<file path="src/core/lps_pkg.sv">
// package of constants and types for the lcd power-save sequencer
`default_nettype none
package lps_pkg;
	// command codes on the byte port
	localparam logic [7:0] LPS_CMD_DISP_OFF    = 8'hAE;
	localparam logic [7:0] LPS_CMD_DISP_ON     = 8'hAF;
	localparam logic [7:0] LPS_CMD_ALL_OFF     = 8'hA4;
	localparam logic [7:0] LPS_CMD_ALL_ON      = 8'hA5;
	localparam logic [7:0] LPS_CMD_SUPPLY_OFF  = 8'h24;
	localparam logic [7:0] LPS_CMD_SUPPLY_ON   = 8'h25;
	localparam logic [7:0] LPS_CMD_SUPPLY_DONE = 8'hED;
	localparam logic [7:0] LPS_CMD_DUTY1_OFF   = 8'hAA;
	localparam logic [7:0] LPS_CMD_DUTY1_ON    = 8'hAB;
	localparam logic [7:0] LPS_CMD_CONTRAST    = 8'h80;
	localparam int unsigned LPS_NUM_CS         = 2;
	// timing
	localparam int unsigned LPS_CLK_HZ         = 125_000_000;
	localparam int unsigned LPS_PWRUP_US       = 5000;
	localparam int unsigned LPS_PWRUP_CYC      = LPS_PWRUP_US * (LPS_CLK_HZ / 1_000_000);
	localparam int unsigned LPS_DECAY_US       = 1000;
	localparam int unsigned LPS_DECAY_CYC      = LPS_DECAY_US * (LPS_CLK_HZ / 1_000_000);
	localparam int unsigned LPS_CNT_W          = 24;
	// host sequencer states, gray along the usual path
	typedef enum logic [3:0] {
		LPS_H_IDLE  = 4'h0,
		LPS_H_WAIT  = 4'h1,
		LPS_H_SEQ   = 4'h3,
		LPS_H_SEND  = 4'h2,
		LPS_H_DECAY = 4'h6,
		LPS_H_OFF   = 4'h7
	} lps_hstate_t;
	// host sequences
	typedef enum logic [2:0] {
		LPS_SEQ_NONE  = 3'h0,
		LPS_SEQ_SETUP = 3'h1,
		LPS_SEQ_SAVE  = 3'h2,
		LPS_SEQ_WAKE  = 3'h3,
		LPS_SEQ_PDOWN = 3'h4,
		LPS_SEQ_REFR  = 3'h5
	} lps_seq_t;
	// device state
	typedef struct packed {
		logic       disp_on;
		logic       all_on;
		logic       save;
		logic       supply_on;
		logic       supply_pend;
		logic       duty_ext;
		logic [4:0] contrast;
		logic       cont_pend;
	} lps_dev_t;
endpackage : lps_pkg
`default_nettype wire

</file>
<file path="src/core/lps_if.sv">
// byte command port joining host and lcd device
`default_nettype none
interface lps_if;
	logic [7:0] cmd;
	logic       cmd_valid;
	logic [1:0] cs_n;
	logic       rst_pin_n;
	logic       ext_clk;
	modport host (output cmd, output cmd_valid, output cs_n, output rst_pin_n, output ext_clk);
	modport dev  (input cmd, input cmd_valid, input cs_n, input rst_pin_n, input ext_clk);
endinterface : lps_if
`default_nettype wire

</file>
<file path="src/core/lps_host.sv">
// host end: issues power sequences in legal order
`default_nettype none
module lps_host
	import lps_pkg::*;
#(
	parameter int unsigned PWRUP_CYC = LPS_PWRUP_CYC,
	parameter int unsigned DECAY_CYC = LPS_DECAY_CYC
) (
	input  wire logic       i_clk,
	input  wire logic       i_rst_n,
	lps_if.host             bus,
	input  wire logic [2:0] i_seq,
	input  wire logic       i_seq_valid,
	input  wire logic [1:0] i_chip,
	input  wire logic       i_use_duty_ext,
	output logic            o_busy,
	output logic            o_ext_supply_en,
	output logic            o_divider_en,
	output logic            o_ext_com_nonsel,
	output logic            o_logic_supply_off
);
	typedef struct packed {
		lps_hstate_t         st;
		lps_seq_t            seq;
		logic [3:0]          step;
		logic [LPS_CNT_W-1:0] cnt;
		logic [7:0]          cmd;
		logic                vld;
		logic [1:0]          cs_n;
		logic                ext_sup;
		logic                nonsel;
		logic                off;
		logic                rst_n;
		logic                duty;
	} lps_host_t;
	lps_host_t h_q, h_d;
	// save and power-down both end by entering power save
	function automatic logic lps_is_save(input lps_seq_t sq);
		return (sq == LPS_SEQ_SAVE) || (sq == LPS_SEQ_PDOWN);
	endfunction : lps_is_save
	// setup and wake both wait for the supplies before sending
	function automatic logic lps_is_power_up(input lps_seq_t sq);
		return (sq == LPS_SEQ_SETUP) || (sq == LPS_SEQ_WAKE);
	endfunction : lps_is_power_up
	// next command of a sequence, 8'h00 marks its end
	function automatic logic [7:0] lps_step_cmd(input lps_seq_t sq, input logic [3:0] n, input logic duty);
		logic [7:0] c;
		logic [3:0] m;
		c = 8'h00;
		// without the extra common the duty step drops out, later steps move up by one
		m = (duty || n == 4'h0) ? n : n + 4'h1;
		case (sq)
			LPS_SEQ_SETUP, LPS_SEQ_WAKE: begin
				case (m)
					4'h0: c = LPS_CMD_ALL_OFF;
					4'h1: c = LPS_CMD_DUTY1_ON;
					4'h2: c = LPS_CMD_CONTRAST;
					4'h3: c = LPS_CMD_SUPPLY_ON;
					4'h4: c = LPS_CMD_SUPPLY_DONE;
					4'h5: c = LPS_CMD_DISP_ON;
					default: c = 8'h00;
				endcase
			end
			LPS_SEQ_SAVE, LPS_SEQ_PDOWN: begin
				case (m)
					4'h0: c = LPS_CMD_DISP_OFF;
					4'h1: c = LPS_CMD_DUTY1_OFF;
					4'h2: c = LPS_CMD_ALL_ON;
					default: c = 8'h00;
				endcase
			end
			LPS_SEQ_REFR: c = (n == 4'h0) ? LPS_CMD_DISP_ON : 8'h00;
			default: c = 8'h00;
		endcase
		return c;
	endfunction : lps_step_cmd
	// sequencer: one command every second cycle, data byte after its opcode
	always_comb begin
		h_d = h_q;
		h_d.vld = 1'b0;
		case (h_q.st)
			LPS_H_IDLE: begin
				if (i_seq_valid && i_seq != LPS_SEQ_NONE) begin
					h_d.seq  = lps_seq_t'(i_seq);
					h_d.step = 4'h0;
					h_d.duty = i_use_duty_ext;
					h_d.cs_n = ~(2'h1 << i_chip[0]);
					h_d.rst_n = !(lps_seq_t'(i_seq) == LPS_SEQ_SETUP && h_q.seq != LPS_SEQ_SAVE);
					h_d.off  = 1'b0;
					h_d.cnt  = '0;
					h_d.st   = lps_is_power_up(lps_seq_t'(i_seq)) ? LPS_H_WAIT : LPS_H_SEQ;
					if (lps_is_save(lps_seq_t'(i_seq))) begin
						h_d.nonsel = 1'b1;
					end
				end
			end
			LPS_H_WAIT: begin
				h_d.cnt = h_q.cnt + 1'b1;
				if (h_q.cnt == LPS_CNT_W'(PWRUP_CYC - 1)) begin
					h_d.st      = LPS_H_SEQ;
					h_d.ext_sup = 1'b1;
					h_d.nonsel  = 1'b0;
					h_d.rst_n   = 1'b1; // reset pin released as supplies come up
				end
			end
			LPS_H_SEQ: begin
				h_d.st = LPS_H_SEND;
				// supplies stop one cycle after the commons went non-select
				if (lps_is_save(h_q.seq) && h_q.step == 4'h0) begin
					h_d.ext_sup = 1'b0;
				end
				if (h_q.cmd == LPS_CMD_CONTRAST) begin
					h_d.cmd = 8'h00;
					h_d.vld = 1'b1;
				end else if (lps_step_cmd(h_q.seq, h_q.step, h_q.duty) == 8'h00) begin
					h_d.cmd = 8'h00;
					h_d.st  = (h_q.seq == LPS_SEQ_PDOWN) ? LPS_H_DECAY : LPS_H_IDLE;
					h_d.cnt = '0;
				end else begin
					h_d.cmd = lps_step_cmd(h_q.seq, h_q.step, h_q.duty);
					h_d.vld = 1'b1;
				end
			end
			LPS_H_SEND: begin
				// an opcode keeps its step until the data byte is out
				if (h_q.cmd != LPS_CMD_CONTRAST) begin
					h_d.step = h_q.step + 4'h1;
				end
				h_d.st = LPS_H_SEQ;
			end
			LPS_H_DECAY: begin
				h_d.cnt = h_q.cnt + 1'b1;
				if (h_q.cnt == LPS_CNT_W'(DECAY_CYC - 1)) begin
					h_d.off = 1'b1;
					h_d.st  = LPS_H_OFF;
				end
			end
			LPS_H_OFF: begin
				// reset pin kept high until unpowered
				h_d.st = LPS_H_IDLE;
			end
			default: h_d.st = LPS_H_IDLE;
		endcase
	end
	// sequencer state register
	always_ff @(posedge i_clk or negedge i_rst_n) begin
		if (!i_rst_n) begin
			h_q <= '{st: LPS_H_IDLE, seq: LPS_SEQ_NONE, cs_n: 2'h3, rst_n: 1'b1, default: '0};
		end else begin
			h_q <= h_d;
		end
	end
	// port and control outputs straight from the state register, except ext_clk which is tied low
	assign bus.cmd         = h_q.cmd;
	assign bus.cmd_valid   = h_q.vld;
	assign bus.cs_n        = h_q.cs_n;
	assign bus.rst_pin_n   = h_q.rst_n;
	assign bus.ext_clk     = 1'b0;
	assign o_busy          = (h_q.st != LPS_H_IDLE);
	assign o_ext_supply_en = h_q.ext_sup;
	assign o_divider_en    = h_q.ext_sup;
	assign o_ext_com_nonsel   = h_q.nonsel;
	assign o_logic_supply_off = h_q.off;
endmodule : lps_host
`default_nettype wire

</file>
<file path="src/flat_wrapper.sv">
// flat-port wrapper written by rule: the top's interface ports become plain ports
module lps_host_flat import lps_pkg::*;
#(
	parameter int unsigned PWRUP_CYC = LPS_PWRUP_CYC,
	parameter int unsigned DECAY_CYC = LPS_DECAY_CYC
)
  (i_clk, i_rst_n, i_seq, i_seq_valid, i_chip, i_use_duty_ext, o_busy, o_ext_supply_en, o_divider_en, o_ext_com_nonsel, o_logic_supply_off, bus_cmd, bus_cmd_valid, bus_cs_n, bus_rst_pin_n, bus_ext_clk);
  lps_if bus_i ();
  input  wire logic i_clk;
  input  wire logic i_rst_n;
  input  wire logic [2:0] i_seq;
  input  wire logic i_seq_valid;
  input  wire logic [1:0] i_chip;
  input  wire logic i_use_duty_ext;
  output logic o_busy;
  output logic o_ext_supply_en;
  output logic o_divider_en;
  output logic o_ext_com_nonsel;
  output logic o_logic_supply_off;
  output wire logic [$bits(bus_i.cmd)-1:0] bus_cmd;
  output wire logic [$bits(bus_i.cmd_valid)-1:0] bus_cmd_valid;
  output wire logic [$bits(bus_i.cs_n)-1:0] bus_cs_n;
  output wire logic [$bits(bus_i.rst_pin_n)-1:0] bus_rst_pin_n;
  output wire logic [$bits(bus_i.ext_clk)-1:0] bus_ext_clk;
  assign bus_cmd = bus_i.cmd;
  assign bus_cmd_valid = bus_i.cmd_valid;
  assign bus_cs_n = bus_i.cs_n;
  assign bus_rst_pin_n = bus_i.rst_pin_n;
  assign bus_ext_clk = bus_i.ext_clk;
  lps_host #(.PWRUP_CYC(PWRUP_CYC), .DECAY_CYC(DECAY_CYC)) u_core (.i_clk(i_clk), .i_rst_n(i_rst_n), .bus(bus_i), .i_seq(i_seq), .i_seq_valid(i_seq_valid), .i_chip(i_chip), .i_use_duty_ext(i_use_duty_ext), .o_busy(o_busy), .o_ext_supply_en(o_ext_supply_en), .o_divider_en(o_divider_en), .o_ext_com_nonsel(o_ext_com_nonsel), .o_logic_supply_off(o_logic_supply_off));
endmodule
</file>
<file path="config.mk">
export PLATFORM = sky130hd
export DESIGN_NAME = lps_host_flat
export DESIGN_NICKNAME = d
export VERILOG_FILES = /design/src/core/lps_pkg.sv /design/src/core/lps_if.sv /design/src/core/lps_host.sv /design/src/flat_wrapper.sv
export SDC_FILE = /design/constraint.sdc
export NUM_CORES = 1
export LEC_CHECK = 0
export BUFFER_PORTS_ARGS = -buffer_cell sky130_fd_sc_hd__buf_4
export CAP_MARGIN = 20
export CORE_ASPECT_RATIO = 2
export CORE_MARGIN = 8
export CORE_UTILIZATION = 52
export CTS_BUF_LIST = sky130_fd_sc_hd__clkbuf_8
export CTS_CLUSTER_SIZE = 24
export DETAILED_ROUTE_END_ITERATION = 8
export MAX_ROUTING_LAYER = met4
export PLACE_DENSITY = 0.73
export SYNTH_ARGS = -nofsm -noshare
export SYNTH_HDL_FRONTEND = slang
export SYNTH_SLANG_ARGS = --single-unit
</file>
<file path="constraint.sdc">
create_clock -name i_clk -period 2.65 [get_ports i_clk]
set_clock_uncertainty 0.2 [all_clocks]
set_input_delay 0.265 -clock i_clk [delete_from_list [all_inputs] [get_ports i_clk]]
set_output_delay 0.265 -clock i_clk [all_outputs]
set_load 0.01 [all_outputs]
</file>
==> flow_metrics.env <==
export IMPL_outcome="complete, but fails checks"
export IMPL_violations="negative setup slack"
export IMPL_antennaDiodeCount=0
export IMPL_power_density_mw_per_mm2=1030
export IMPL_drt_pass1_iter_count=4
export IMPL_finalInstanceArea_mm2=0.00407
export IMPL_grt_max_degree=50
export IMPL_yosys_area_top_type="dfrtp_1"
export IMPL_power_frac_clock_pct=13.3
export IMPL_hold_start="u_core.bus.cs_n[0]"
export IMPL_clk_latency_ps=310
export IMPL_die_area_mm2=0.00947
export IMPL_die_h_um=130
export IMPL_vias=3214
export IMPL_routed_wl_mm=9.50
export IMPL_grt_pass1_wl_mm=15.5
export IMPL_dp_hpwl_mm=6.38
export IMPL_postSynthAreaPerCell_um2=8.42
export IMPL_chipWidth_um=72.9
export IMPL_initial_core_util_pct=53.4
export IMPL_synth_common_cells="nand2_1, dfrtp_1, nand3_1"
export IMPL_netlist_area_leader_share_pct=34.2
export IMPL_crit_type="flip-flop to flip-flop"
export IMPL_timing_rr_end="u_core.h_q[21]"
export IMPL_clock_root_buffer="clkbuf_8"
export IMPL_fillCellCount=553
export IMPL_r2r_cells=11
export IMPL_io_pins=27
export IMPL_postSynthCellCount=400
export IMPL_p_int_uw=2430
export IMPL_clk_pin_slew_worst_paths_ps=90
export IMPL_ir_worst_vdd_uv=889
export IMPL_p_leak_uw=0.00167
export IMPL_hold_class="flip-flop to flip-flop"
export IMPL_grt_total_usage_pct=21.5
export IMPL_htreeDepth=2
export IMPL_power_frac_seq_pct=25.6
export IMPL_layout_cells_non_filler=524
export IMPL_wl_per_cell_um=18.1
export IMPL_hold_viol_final=0
export IMPL_cts_made_buffers=5
export IMPL_numPortBuffers=23
export IMPL_place_congestion=0.969
export IMPL_grt_pass1_vias=3208
export IMPL_synth_yosys_seq_area_share_pct=36.5
export IMPL_netlist_top_cells_area="dfrtp_1, nand3_1, nand2_1"
export IMPL_setup_viol=5
export IMPL_arrival_ps=2660
export IMPL_ys_ff_latch=49
export IMPL_p_sw_share_pct=42.3
export IMPL_p_comb_share_pct=61.2
export IMPL_drive_above_1_share_pct=24.9
export IMPL_areaGrowthSynthToFinish_pct=21.0
export IMPL_fin_nets=449
export IMPL_core_mm2=0.00631
export IMPL_rsz0062_at_grt="true"
export IMPL_placedCellCount=497
export IMPL_yosysUniqueCellTypes=58
export IMPL_max_freq_mhz=376
export IMPL_maxSlewHeadroom_pct=54.5
export IMPL_ff2ff_setup_slack_ps=-10
export IMPL_ys_async_sr_fraction_pct=100
export IMPL_place_ws_ps=35.1
export IMPL_worstHoldPathCells=2
export IMPL_yosysMostFrequentCell="nand2_1"
export IMPL_drtIter0Drc=162
export IMPL_yosysWarnings=0
export IMPL_drv_cap=0
export IMPL_critPathMaxFanout=6
export IMPL_crit_path_end_kind="flip-flop"
export IMPL_finalWorstPathRequiredPeriod_ps=2660
export IMPL_drc=0
export IMPL_grt_ovfl_total=0
export IMPL_cts_sinks=49
export IMPL_maxSlewViolCount=0
export IMPL_worst_slack_ps=-10.6
export IMPL_whs_endpoint="u_core.bus.cs_n[0]"
export IMPL_rows=41
export IMPL_synthFlopType="dfrtp_1"
export IMPL_routed_via_density=6.13
export IMPL_clk_path_buf_depth=2
export IMPL_tightest_slew_ps=683
export IMPL_cts_tree="yes"
export IMPL_p_total_uw=4210
export IMPL_place_area_mm2=0.00363
export IMPL_crit_required_ps=2650
export IMPL_syn_area_mm2=0.00337
export IMPL_reg2reg_from="u_core.h_q[41]"
export IMPL_finalCritPeriodShare_pct=100
export IMPL_p_switching_uw=1780
export IMPL_startpoint_type="flip-flop"
export IMPL_synth_edff_count=0
export IMPL_antenna_found_initial=0
export IMPL_drtAntennaViolNets=0
==> power by group through the flow <==
stage / clock, uW / sequential, uW / combinational, uW
3_5_place_dp: 0 / 1090 / 1850
3_3_place_gp: 0 / 1080 / 1830
5_1_grt: 605 / 1100 / 2750
2_1_floorplan: 0 / 1030 / 1360
4_1_cts: 579 / 1070 / 2420
6_report: 558 / 1080 / 2580
==> what timing repair did <==
action,in CTS,in global routing
endpoints found under the setup margin,4,26
gates cloned,3,0
buffers inserted,8,4
hold endpoints to repair,52,0
pin swaps,6,15
hold buffers,6,0
resized for setup,12,20
==> stage by stage <==
step	util [%]	hold slack (ps)	TNS, ps
after detailed placement	57.5	132	0
final	64.6	270	-28.9
after global placement	57.5	127	0
after floorplan	-	-231	0
after CTS	63.0	270	0
after global routing	64.6	306	-2400
==> placed cells by master, fill, tap and decap left out, drive strengths merged, types with 6 or more instances in the layout <==
cell type / netlist / layout
a21oi: 13 / 13
and3: 6 / 6
buf: 18 / 59
clkbuf: 18 / 6
dfrtp: 46 / 46
dlygate4sd3: 0 / 6
inv: 7 / 8
nand2: 51 / 51
nand2b: 6 / 6
nand3: 43 / 43
nand4: 9 / 9
nor2: 21 / 21
nor2b: 9 / 9
nor3: 17 / 17
nor4: 8 / 8
o21ai: 32 / 32
o22ai: 9 / 9
or3: 8 / 8
xnor2: 10 / 10
xor2: 7 / 7
==> cell type report <==
cell class	count	area [um2]	share of cell area, %
clock inverters	2	33.8	0.829
inverters	7	26.3	0.645
clock buffers	6	82.6	2.03
multi-input cells	309	2020	49.6
repair buffers	65	572	14.0
well taps	86	108	2.64
flip-flops and latches	49	1230	30.3
==> layer usage <==
metal / part of all wire (%) / up-vias / global-route usage (%)
li1: - / 1516 / -
met1: 35 / 1587 / 20.1
met2: 58 / 80 / 39.0
met3: 3.4 / 31 / 3.69
met4: 4.4 / 0 / 13.5
met5: 0 / - / -
==> critical path, cell delays in order (launching register included) <==
cell	delay, ps
dfrtp_2	430
inv_2	70
ha_4	290
inv_1	80
nor4_1	430
or2_4	230
a211oi_4	60
nor4_4	290
buf_4	180
buf_12	100
buf_16	120
o21ai_2	50
==> worst max-delay path by stage <==
stage | startpoint | endpoint | slack, ps
after floorplan | u_core.h_q[40] | u_core.h_q[18] | 40
after global placement | u_core.h_q[40] | u_core.h_q[16] | 60
after detailed placement | u_core.h_q[40] | u_core.h_q[19] | 40
after CTS | u_core.h_q[41] | u_core.h_q[39] | 0.2
after global routing | u_core.h_q[41] | u_core.h_q[27] | -130
final | u_core.h_q[41] | u_core.h_q[21] | -10
==> registers in the layout, indices dropped and copies added (netlist names) <==
signal and count:
u_core.h_q 35, u_core.bus.cmd 7, u_core.bus.cs_n 2, u_core.bus.cmd_valid 1, u_core.bus.rst_pin_n 1, u_core.o_divider_en 1, u_core.o_ext_com_nonsel 1, u_core.o_logic_supply_off 1
==> kinds of logic after synthesis <==
logic type,after synthesis,synth area share (%)
adders and majority gates,3,1.11
buffers and inverters,43,7.06
and+or+nand+nor,198,31.0
AOI/OAI and AO/OA,89,19.8
other,1,0.111
DFF,49,36.5
xor gates and xnor gates,17,4.42
(Power assumes the default switching activity.)
